`src/usu_regs.svh`:
```
// Purpose: Register offsets, field positions and reset values of the serial shift unit
// Assumes: Word-wide Wishbone slave; byte address is four times the register index
// Notes: Constants only, no logic
//
// Notes on behaviour
// - Data register access hits live shifter
// - Write beats simultaneous shift, no shift
// - Left shift on selected clock event
// - Inputs still work with outputs disabled
// - Data pin driven from MSB via latch
// - Latch half-transparent external, open internal
// - Open latch passes new MSB immediately
// - Pin driven only when direction set
// - Start flag: start condition or clock edge
// - Start flag cleared by one; releases hold
// - Start request needs flag, enable, global
// - Overflow flag on wrap fifteen to zero
// - Overflow cleared by one or buffer read
// - Overflow request wakes only from idle
// - Stop flag in two-wire, no request
// - Collision bit: MSB differs from pin
// - Counter readable, writable, counts events
// - Toggle strobe clocks counter when selected
// - Counter clocks externally in mode zero
// - Enable with pending flag requests at once
// - Wire mode shapes outputs and start/stop detection
// - Wire mode encoding zero to three
// - Strobe select shifts and counts once
`ifndef USU_REGS_SVH
`define USU_REGS_SVH

// Register indices (byte address = index * 4)
`define IDX_SERIAL_CONTROL        6'h0D
`define IDX_SERIAL_STATUS         6'h0E
`define IDX_SERIAL_SHIFT_DATA     6'h0F
`define IDX_SERIAL_RECEIVE_BUFFER 6'h10

// Status register fields
`define ST_START_BIT     7
`define ST_OVERFLOW_BIT  6
`define ST_STOP_BIT      5
`define ST_COLLISION_BIT 4

// Control register fields
`define CT_START_IE_BIT  7
`define CT_OVF_IE_BIT    6
`define CT_WM_HI         5
`define CT_WM_LO         4
`define CT_CS_HI         3
`define CT_CS_LO         2
`define CT_STROBE_BIT    1
`define CT_TOGGLE_BIT    0

// Reset values and counter limit
`define RESET_BYTE       8'h00
`define COUNTER_MAX      4'hF

`endif

```
`src/usu_pkg.sv`:
```
// Purpose: Types shared by the serial shift unit
// Assumes: Constants live in usu_regs.svh
// Notes: Whole unit state is one packed struct
package usu_pkg;

	// Wire mode encoding
	typedef enum logic [1:0] {
		WM_OFF       = 2'h0,
		WM_THREE     = 2'h1,
		WM_TWO       = 2'h2,
		WM_TWO_HOLD  = 2'h3
	} wire_mode_type;

	// Complete register state of the unit
	typedef struct packed {
		logic [7:0]    shift;
		logic [7:0]    rx_buf;
		logic [3:0]    cnt;
		logic          start_flag;
		logic          overflow_flag;
		logic          stop_flag;
		logic          start_ie;
		logic          ovf_ie;
		wire_mode_type wm;
		logic [1:0]    cs;
		logic          strobe_sel;
		logic          out_latch;
		logic          start_hold;
		logic          sck_s1;
		logic          sck_s2;
		logic          sck_s3;
		logic          sdi_s1;
		logic          sdi_s2;
		logic          sdi_s3;
		logic          ack;
		logic [7:0]    rdata;
		logic          toggle;
	} state_type;

endpackage

```
`src/universal_serial_shift_unit.sv`:
```
// Purpose: Universal serial shift unit with Wishbone register access
// Assumes: ref_clk 20 MHz, pins synchronised here, port/direction bits supplied from outside
// Notes: Open-drain pins are shown as output enables; the line is driven low when enabled
`timescale 1ns/1ps
`default_nettype none
`include "usu_regs.svh"

module universal_serial_shift_unit (
	input  wire logic        ref_clk,        // System clock
	input  wire logic        rst_n,          // Synchronous reset, active low
	input  wire logic        cyc_i,          // Wishbone cycle
	input  wire logic        stb_i,          // Wishbone strobe
	input  wire logic        we_i,           // Wishbone write enable
	input  wire logic [7:0]  adr_i,          // Wishbone byte address
	input  wire logic [3:0]  sel_i,          // Wishbone byte select
	input  wire logic [31:0] dat_i,          // Wishbone write data
	output logic      [31:0] dat_o,          // Wishbone read data
	output logic             ack_o,          // Wishbone acknowledge
	input  wire logic        serial_in_pin,  // Data input, also SDA line level
	input  wire logic        serial_clock_pin, // Clock input, also SCL line level
	input  wire logic        timer_match,    // Timer compare match pulse
	input  wire logic        global_irq_enable, // Processor global enable
	input  wire logic        idle_sleep,     // Processor is in idle sleep
	input  wire logic        data_dir,       // Direction bit of the data pin
	input  wire logic        data_port,      // Port bit of the data pin
	input  wire logic        clock_dir,      // Direction bit of the clock pin
	input  wire logic        clock_port,     // Port bit of the clock pin
	output logic             data_out,       // Three-wire data output level
	output logic             data_oe,        // Three-wire data output enable
	output logic             sda_out,        // SDA output level, always low
	output logic             sda_oe,         // SDA pulled low when high
	output logic             scl_out,        // SCL output level, always low
	output logic             scl_oe,         // SCL pulled low when high
	output logic             clock_toggle,   // Pulse asking port logic to flip clock bit
	output logic             start_irq,      // Start condition request
	output logic             overflow_irq,   // Counter overflow request
	output logic             wake_request    // Wake the processor
);
	import usu_pkg::*;

	// Whole unit state lives in one struct: one process fills the copy, one registers it
	state_type r_reg;   // Registered state
	state_type r_next;  // Next state

	// Decoded strobes and events, combinational from the registers, the bus and the timer match
	logic [5:0] idx;         // Register index from byte address
	logic       take;        // Request taken at this edge
	logic       wr;          // Write of the low byte taken
	logic       rd_buf;      // Receive buffer read taken
	logic       wr_ctl;      // Control write
	logic       wr_st;       // Status write
	logic       wr_data;     // Shift data write
	logic       scl_rise;    // Clock pin rising edge
	logic       scl_fall;    // Clock pin falling edge
	logic       ext_edge;    // Either clock edge
	logic       sw_strobe;   // Software shift strobe
	logic       tog;         // Toggle strobe written
	logic       shift_ev;    // Shift event
	logic       cnt_ev;      // Count event
	logic       wrap;        // Counter wraps to zero
	logic       two_wire;    // Either two-wire mode
	logic       start_det;   // Start condition seen
	logic       stop_det;    // Stop condition seen
	logic       transparent; // Output latch open
	logic       out_bit;     // Latched MSB toward the pin
	logic       collision;   // MSB differs from SDA level

	// Address decode and handshake terms
	assign idx     = adr_i[7:2];
	// A request acts only at the edge where ack is high, so nothing acts twice
	assign take    = cyc_i & stb_i & r_reg.ack;
	assign wr      = take & we_i & sel_i[0];
	assign wr_ctl  = wr & (idx == `IDX_SERIAL_CONTROL);
	assign wr_st   = wr & (idx == `IDX_SERIAL_STATUS);
	assign wr_data = wr & (idx == `IDX_SERIAL_SHIFT_DATA);
	assign rd_buf  = take & ~we_i & (idx == `IDX_SERIAL_RECEIVE_BUFFER);

	// Edges of the synchronised clock pin; inputs keep their function in every mode
	assign scl_rise = r_reg.sck_s2 & ~r_reg.sck_s3;
	assign scl_fall = ~r_reg.sck_s2 & r_reg.sck_s3;
	assign ext_edge = scl_rise | scl_fall;
	assign two_wire = r_reg.wm[1];

	// Start: SDA falls while SCL high; stop: SDA rises while SCL high
	assign start_det = two_wire & r_reg.sck_s2 & ~r_reg.sdi_s2 & r_reg.sdi_s3;
	assign stop_det  = two_wire & r_reg.sck_s2 & r_reg.sdi_s2 & ~r_reg.sdi_s3;

	// Strobes come from the byte being written; the strobe fires only if that byte also names the software source
	// Limitation: the clock source itself is the stored one, so set it in an earlier write
	assign sw_strobe = wr_ctl & dat_i[`CT_STROBE_BIT] & (dat_i[`CT_CS_HI:`CT_CS_LO] == 2'h0);
	assign tog       = wr_ctl & dat_i[`CT_TOGGLE_BIT];

	// Clock source selection for shifter and counter
	always_comb begin
		case (r_reg.cs)
			2'h0: begin
				shift_ev = sw_strobe;
				cnt_ev   = sw_strobe;
			end
			2'h1: begin
				shift_ev = timer_match;
				cnt_ev   = timer_match;
			end
			default: begin
				// External pin edges clock even with outputs off
				shift_ev = r_reg.cs[0] ? scl_fall : scl_rise;
				cnt_ev   = r_reg.strobe_sel ? tog : ext_edge;
			end
		endcase
	end

	// Wrap is decided before the increment so flag set and buffer copy see one event
	assign wrap = cnt_ev & (r_reg.cnt == `COUNTER_MAX);

	// Latch follows MSB in first half of external clock cycle, always when internal
	assign transparent = ~r_reg.cs[1] | (r_reg.cs[0] ? r_reg.sck_s2 : ~r_reg.sck_s2);
	assign out_bit     = transparent ? r_reg.shift[7] : r_reg.out_latch;
	// Collision only means something in two-wire mode; software masks it otherwise
	assign collision   = r_reg.shift[7] ^ r_reg.sdi_s2;

	// Next-state logic for the whole unit
	always_comb begin
		r_next = r_reg;
		// Two-stage synchronisers, then one history stage for edges
		r_next.sck_s1 = serial_clock_pin;
		r_next.sck_s2 = r_reg.sck_s1;
		r_next.sck_s3 = r_reg.sck_s2;
		r_next.sdi_s1 = serial_in_pin;
		r_next.sdi_s2 = r_reg.sdi_s1;
		r_next.sdi_s3 = r_reg.sdi_s2;
		r_next.out_latch = out_bit;
		r_next.toggle = tog;

		// Bus answer one cycle after request, dropped the cycle after
		// The ack is a registered pulse, so it never stands two cycles
		r_next.ack = cyc_i & stb_i & ~r_reg.ack;
		r_next.rdata = `RESET_BYTE;
		// Read data is captured at the request edge and stands with ack
		if (cyc_i & stb_i & ~r_reg.ack) begin
			case (idx)
				`IDX_SERIAL_CONTROL: begin
					r_next.rdata = {r_reg.start_ie, r_reg.ovf_ie, r_reg.wm, r_reg.cs,
						r_reg.strobe_sel & r_reg.cs[1], 1'b0};
				end
				`IDX_SERIAL_STATUS: begin
					r_next.rdata = {r_reg.start_flag, r_reg.overflow_flag, r_reg.stop_flag,
						collision, r_reg.cnt};
				end
				`IDX_SERIAL_SHIFT_DATA: begin
					r_next.rdata = r_reg.shift;
				end
				`IDX_SERIAL_RECEIVE_BUFFER: begin
					r_next.rdata = r_reg.rx_buf;
				end
				default: begin
					r_next.rdata = `RESET_BYTE; // Unmapped reads as zero
				end
			endcase
		end

		// Control register
		if (wr_ctl) begin
			r_next.start_ie   = dat_i[`CT_START_IE_BIT];
			r_next.ovf_ie     = dat_i[`CT_OVF_IE_BIT];
			r_next.wm         = wire_mode_type'(dat_i[`CT_WM_HI:`CT_WM_LO]);
			r_next.cs         = dat_i[`CT_CS_HI:`CT_CS_LO];
			r_next.strobe_sel = dat_i[`CT_STROBE_BIT];
		end

		// Shifter: a software write wins over a coincident shift
		if (wr_data) begin
			r_next.shift = dat_i[7:0];
		end else if (shift_ev) begin
			r_next.shift = {r_reg.shift[6:0], r_reg.sdi_s2};
		end

		// Counter: software write wins over a coincident count
		if (wr_st) begin
			r_next.cnt = dat_i[3:0];
		end else if (cnt_ev) begin
			r_next.cnt = r_reg.cnt + 4'h1;
		end

		// Finished word goes to the receive buffer
		if (wrap) begin
			r_next.rx_buf = r_next.shift;
		end

		// Overflow flag: clear by one or buffer read, set wins
		// A buffer read and a wrap in one cycle leave the flag set
		if ((wr_st & dat_i[`ST_OVERFLOW_BIT]) | rd_buf) begin
			r_next.overflow_flag = 1'b0;
		end
		if (wrap) begin
			r_next.overflow_flag = 1'b1;
		end

		// Start flag: cleared only by writing one, which also frees the hold
		if (wr_st & dat_i[`ST_START_BIT]) begin
			r_next.start_flag = 1'b0;
			r_next.start_hold = 1'b0;
		end
		if (start_det | (~two_wire & r_reg.cs[1] & ~r_reg.strobe_sel & ext_edge)) begin
			r_next.start_flag = 1'b1;
		end
		// Hold engages once master pulls SCL low after the start
		if (two_wire & r_reg.start_flag & scl_fall & ~(wr_st & dat_i[`ST_START_BIT])) begin
			r_next.start_hold = 1'b1;
		end
		// Outside two-wire mode there is no clock line to hold
		if (~two_wire) begin
			r_next.start_hold = 1'b0;
		end

		// Stop flag, set wins over clear
		if (wr_st & dat_i[`ST_STOP_BIT]) begin
			r_next.stop_flag = 1'b0;
		end
		if (stop_det) begin
			r_next.stop_flag = 1'b1;
		end
	end

	// State register
	// Synchronous reset clears every register, synchronisers included
	always_ff @(posedge ref_clk) begin
		if (!rst_n) begin
			r_reg <= '0;
		end else begin
			r_reg <= r_next;
		end
	end

	// Bus outputs
	// Upper bytes read as zero; each register is one byte wide
	assign dat_o = {24'h00_0000, r_reg.rdata};
	assign ack_o = r_reg.ack;

	// Pin drivers; mode shapes the outputs here and the start/stop detection above
	// Open-drain lines: an enable pulls the line low, no enable releases it
	assign data_out = out_bit;
	assign data_oe  = data_dir & (r_reg.wm == WM_THREE);
	assign sda_out  = 1'b0;
	assign sda_oe   = data_dir & two_wire & (~out_bit | ~data_port);
	assign scl_out  = 1'b0;
	// Overflow hold only in the holding two-wire mode
	assign scl_oe   = clock_dir & two_wire & (~clock_port | r_reg.start_hold |
		((r_reg.wm == WM_TWO_HOLD) & r_reg.overflow_flag));
	assign clock_toggle = r_reg.toggle;

	// Requests are plain levels, so a late enable fires at once
	assign start_irq    = r_reg.start_flag & r_reg.start_ie & global_irq_enable;
	assign overflow_irq = r_reg.overflow_flag & r_reg.ovf_ie & global_irq_enable;
	assign wake_request = start_irq | (overflow_irq & idle_sleep);
endmodule
`default_nettype wire

```
`config.mk`:
```
export PLATFORM = sky130hd
export DESIGN_NAME = universal_serial_shift_unit
export DESIGN_NICKNAME = d
export VERILOG_FILES = /design/src/usu_pkg.sv /design/src/universal_serial_shift_unit.sv
export VERILOG_INCLUDE_DIRS = /design/src /design/src/src
export SDC_FILE = /design/constraint.sdc
export NUM_CORES = 1
export LEC_CHECK = 0
export BUFFER_PORTS_ARGS = -buffer_cell sky130_fd_sc_hd__buf_2
export CAP_MARGIN = 20
export CORE_ASPECT_RATIO = 0.6
export CORE_UTILIZATION = 49
export CTS_CLUSTER_SIZE = 25
export DETAILED_ROUTE_END_ITERATION = 8
export PLACE_DENSITY = 0.88
export SLEW_MARGIN = 20
export SYNTH_ARGS = -nofsm -noshare
export SYNTH_HDL_FRONTEND = slang
export SYNTH_SLANG_ARGS = --single-unit
```
`constraint.sdc`:
```
create_clock -name ref_clk -period 2.15 [get_ports ref_clk]
set_clock_uncertainty 0.05 [all_clocks]
set_input_delay 0.3225 -clock ref_clk [delete_from_list [all_inputs] [get_ports ref_clk]]
set_output_delay 0.3225 -clock ref_clk [all_outputs]
set_load 0.01 [all_outputs]
```
==> results_dict.tcl, run 1 <==
set metrics [dict create \
    antenna_found_initial 0 \
    ios 101 \
    ctsHtreeMaxLevel 2 \
    synth_edf_count 0 \
    min_path_cells 2 \
    min_period_over_period_pct 91.7 \
    power.density_nw_per_um2 579 \
    grt_max_degree 22 \
    cp-end-kind "register" \
    rsz0062_at_grt "false" \
    drv_slew 0 \
    drive_gt1_share_pct 25.4 \
    syn_area_per_cell_um2 9.12 \
    postCtsSetupBuffers 0 \
    rr_worst_depth 5 \
    critPathKind "register to register" \
    grt_util_all_layers_pct 23.3 \
    io_buffers 45 \
    grt_pass1_vias 2079 \
    place.gp.congestion 0.932 \
    num_antenna_cells 0 \
    final_cell_mix "dfxtp_1, buf_2, nor2_1, conb_1, nand2_1" \
    final_common_cell "dfxtp_1" \
    cts_resized 0 \
    whs_ns 0.166 \
    die_h_um 59.3 \
    status "finished, final reports clean" \
    hold_class "input pin to register" \
    crit_path_start_kind "register" \
    setup_violations 0 \
    crit_fanout 12 \
    grt_overflow 0 \
    drtAntennaViolNets 0 \
    crit_arrival_ns 2.14 \
    clkLatencyLatePin_ns 0.31 \
    p_leak_nw 1.23 \
    final_hold_viol_count 0 \
    syn_area_um2 2680 \
    ctsHoldBuffers 0 \
    path_clk_slew_ns 0.08 \
    numCtsBuffers 5 \
    maxClockFrequency_mhz 507 \
    row_count 20 \
    drv_cap 0 \
    syn_inst 294 \
    via_per_inst 5.71 \
    die_w_um 97.5 \
    ys_seq_elements 48 \
    vias 2288 \
    grt_pass1_wl_um 10200 \
    yosysWarnings 0 \
    cts_tree "built" \
    ir_drop_mv 0.367 \
    drtPass1Iterations 5 \
    cts_sinks 48 \
    post-route-drc-count 0 \
    critPathRequiredTime_ns 2.32 \
    clock_path_buffers 2 \
    wl_per_cell_um 16.1 \
    final_util_pct 56.1 \
    dp_hpwl_um 4810 \
    core_um2 5150 \
    start_util_pct 52.0 \
    syn_to_final_growth_pct 7.84 \
    cts-root-buf "clkbuf_8" \
    largest_reg_flops 34 \
    ys_seq_area_share_pct 35.9 \
    setup_tns_ns 0 \
    yosys.cell_types.count 58 \
    die_area_um2 5780 \
    power_mw 1.67 \
    first_iter_violations 143 \
    ys.flop_type "dfxtp_1" \
    final_cell_area_um2 2890 \
    wirelength_um 6470 \
    synth-async-reset-ratio_pct 0 \
    fin_crit_ns 1.97 \
    nNetsFinal 395 \
    placed_cell_area_um2 2780 \
]
-- layer usage --
metal,GRT usage [%],part of all wire (%)
met1,32.3,44
met2,36.6,44
met3,4.36,10
met4,8.82,0.79
met5,0,0
-- cell families after synthesis --
logic type	Yosys count	share of synthesized area, %
AOI/OAI and AO/OA	70	19.4
xor gates and xnor gates	3	0.981
adders and majority gates	3	1.40
buffers and inverters	56	16.0
DFF	48	35.9
muxes	23	8.87
other	1	0.140
and+or+nand+nor	90	17.4
-- cell usage after synthesis, drive strengths merged (3+ instances only) --
cell type  number  area [µm²]
dfxtp          48         961
buf            38         303
nor2           29         111
nand2          25        93.8
mux2i          17         170
o21ai          15        78.8
a21o           12        97.6
clkbuf         11        61.3
and2            8        50.1
a21oi           7        35.0
a222oi          7        70.1
mux2            6        67.6
o2111ai         6        52.6
o22ai           6        37.5
and3            5        32.5
inv             5        18.8
a31oi           4        25.0
nand3           4        20.0
a211oi          3        22.5
ha              3        37.5
o21a            3        23.8
-- stage by stage --
step                      instances  setup WS, ns
after floorplan                 319         0.272
after global placement          393         0.167
after detailed placement        393         0.121
after CTS                       401         0.155
after global routing            401        0.0533
final                           401         0.178
-- worst max-delay path, stage by stage (launching register included) --
cell and delay (ns):
dfxtp_2 0.37, or4b_4 0.56, a22oi_4 0.20, o21a_2 0.36, nand2_1 0.09, o31ai_1 0.26
-- final timing paths --
| kind | from | endpoint | slack (ns) |
|---|---|---|---|
| max reg2reg | r_reg[19] | r_reg[38] | 0.18 |
| min | serial_in_pin | r_next[11] | 0.17 |
| min reg2reg | r_next[11] | r_next[10] | 0.39 |
| max | r_reg[19] | r_reg[38] | 0.18 |
-- cell type report --
type,count,area (µm²)
Tap cell,66,82.6
Clock inverter,3,42.5
Inverter,5,18.8
Multi-Input combinational cell,215,1390
Sequential cell,48,962
Fill cell,473,2260
Clock buffer,5,68.8
Timing Repair Buffer,59,330
-- power by group --
group	switching, mW	leakage [nW]	total [mW]	internal, mW
Combinational	0.0764	0.789	0.117	0.0402
Sequential	0.00437	0.388	0.898	0.893
Clock	0.314	0.0541	0.658	0.344
Power figures use the tool's default switching activity.
==> run 2: changes to the inputs <==
--- a/config.mk
+++ b/config.mk
@@ -14,3 +14,3 @@
 export DETAILED_ROUTE_END_ITERATION = 8
-export PLACE_DENSITY = 0.88
+export PLACE_DENSITY = 0.89
 export SLEW_MARGIN = 20
==> constraint.sdc (replaced) <==
create_clock -name ref_clk -period 2.15 [get_ports ref_clk]
set_clock_uncertainty 0.05 [all_clocks]
set_input_delay 0.1075 -clock ref_clk [delete_from_list [all_inputs] [get_ports ref_clk]]
set_output_delay 0.1075 -clock ref_clk [all_outputs]
set_load 0.01 [all_outputs]
==> results_dict.tcl, run 2 (synthesis results as in run 1) <==
set metrics [dict create \
    drtAntennaViolNets 0 \
    ir_drop_mv 0.358 \
    nFillCells 468 \
    crit_family "simple AND/OR/NAND/NOR gates" \
    crit_arrival_ns 2.12 \
    post-route-drc-count 0 \
    cpPeakStageDelay_ns 0.40 \
    num_antenna_cells 0 \
    maxClockFrequency_mhz 500 \
    core_um2 5150 \
    crit_slowest_cell "nor2_2" \
    power_mw 1.72 \
    crit_start "ack_o" \
    setup_violations 0 \
    die_h_um 59.3 \
    numCtsBuffers 5 \
    postCtsSetupBuffers 0 \
    drv_cap 0 \
    final_cell_mix "dfxtp_1, buf_2, nor2_1, conb_1, nand2_1" \
    whs_ns 0.0189 \
    grt_max_degree 37 \
    crit_cells 6 \
    first_iter_violations 206 \
    cp-end-kind "register" \
    final_common_cell "dfxtp_1" \
    wirelength_um 6330 \
    ctsHtreeMaxLevel 2 \
    start_util_pct 52.0 \
    cts_tree "built" \
    cts-root-buf "clkbuf_8" \
    power.density_nw_per_um2 598 \
    vias 2318 \
    cp_num_buf_inv 1 \
    rsz0062_at_grt "false" \
    r2r_slack_ns 0.15 \
    dp_hpwl_um 4700 \
    nNetsFinal 391 \
    cts_sinks 48 \
    grt_overflow 0 \
    crit_path_start_kind "register" \
    die_w_um 97.5 \
    die_area_um2 5780 \
    drv_slew 0 \
    grt_util_all_layers_pct 22.2 \
    cp-endpoint "r_reg[34]" \
    r2r-start "ack_o" \
    grt_pass1_wl_um 9830 \
    crit_fanout 11 \
    final_hold_viol_count 0 \
    slew_headroom_pct 57.6 \
    row_count 20 \
    ios 101 \
    drtPass1Iterations 6 \
    place.gp.congestion 0.943 \
    clock_path_buffers 2 \
    min_period_over_period_pct 93.0 \
    critPathRequiredTime_ns 2.27 \
    drive_gt1_share_pct 23.9 \
    wl_per_cell_um 15.9 \
    tightest_slew_ns 0.634 \
    critPathKind "register to register" \
    fin_crit_ns 2.00 \
    syn_to_final_growth_pct 7.56 \
    setup_tns_ns 0 \
    path_clk_slew_ns 0.09 \
    via_per_inst 5.84 \
    hold_class "input pin to register" \
    r2r-end "r_reg[34]" \
    largest_reg_flops 34 \
    crit_path_cell_trace "nand3_1 -> nor4_2 -> buf_4 -> o21ai_2 -> nor2_2 -> o22ai_1" \
    io_buffers 45 \
    p_leak_nw 1.22 \
    clkLatencyLatePin_ns 0.30 \
    antenna_found_initial 0 \
    status "finished, final reports clean" \
    rr_worst_depth 6 \
    grt_pass1_vias 1972 \
    final_util_pct 55.9 \
]
==> run 2: cell count changes in the layout (fill, tap and decap cells not counted), sizes merged <==
cell         delta
clkinvlp        -1
clkinv          -1
clkbuf          +2
buf             -6
dlygate4sd3     +2
==> run 2: metrics by stage <==
stage	instances	instance area (µm²)	worst slack [ns]
2_1_floorplan	319	2770	0.272
3_3_place_gp	387	2730	0.257
3_5_place_dp	387	2730	0.161
4_1_cts	397	2880	0.139
5_1_grt	397	2880	0.0360
6_report	397	2880	0.151
==> run 2: power by group <==
part           internal, mW  switching (mW)
sequential            0.893         0.00431
combinational        0.0398          0.0764
clock                 0.411           0.300
total                  1.34           0.381
==> run 2: routing by layer <==
| metal | GRT usage (%) | wire [µm] |
|---|---|---|
| met3 | 5.66 | 674 |
| met1 | 30.9 | 2830 |
| met5 | 0 | 0 |
| met4 | 7.35 | 71 |
| met2 | 33.8 | 2750 |
==> run 2: layout make-up <==
type / count / area, µm² / area share [%]
Multi-Input combinational cell: 215 / 1390 / 48.2
Timing Repair Buffer: 55 / 305 / 10.6
Tap cell: 66 / 82.6 / 2.86
Sequential cell: 48 / 961 / 33.3
Clock inverter: 1 / 30.0 / 1.04
Inverter: 5 / 18.8 / 0.651
Clock buffer: 7 / 96.3 / 3.34
==> run 2: worst min-delay path, stage by stage <==
cell and delay [ns]:
buf_2 0.10, nand2_1 0.06, nor3_1 0.06
==> run 2: worst min path at each step <==
| stage | startpoint | end | slack (ns) | depth (start not counted) |
|---|---|---|---|---|
| floorplan | dat_i[7] | r_reg[16] | 0.15 | 1 |
| global placement | serial_in_pin | r_next[11] | 0.27 | 2 |
| detailed placement | serial_in_pin | r_next[11] | 0.27 | 2 |
| CTS | stb_i | ack_o | 0.01 | 3 |
| global route | stb_i | ack_o | 0.008 | 3 |
| finish | stb_i | ack_o | 0.02 | 3 |
==> run 2: what timing repair did <==
item | CTS | global route
setup endpoints to repair | 0 | 1
hold endpoints to repair | 2 | 0
resized for setup | 0 | 1
hold buffers | 2 | 0
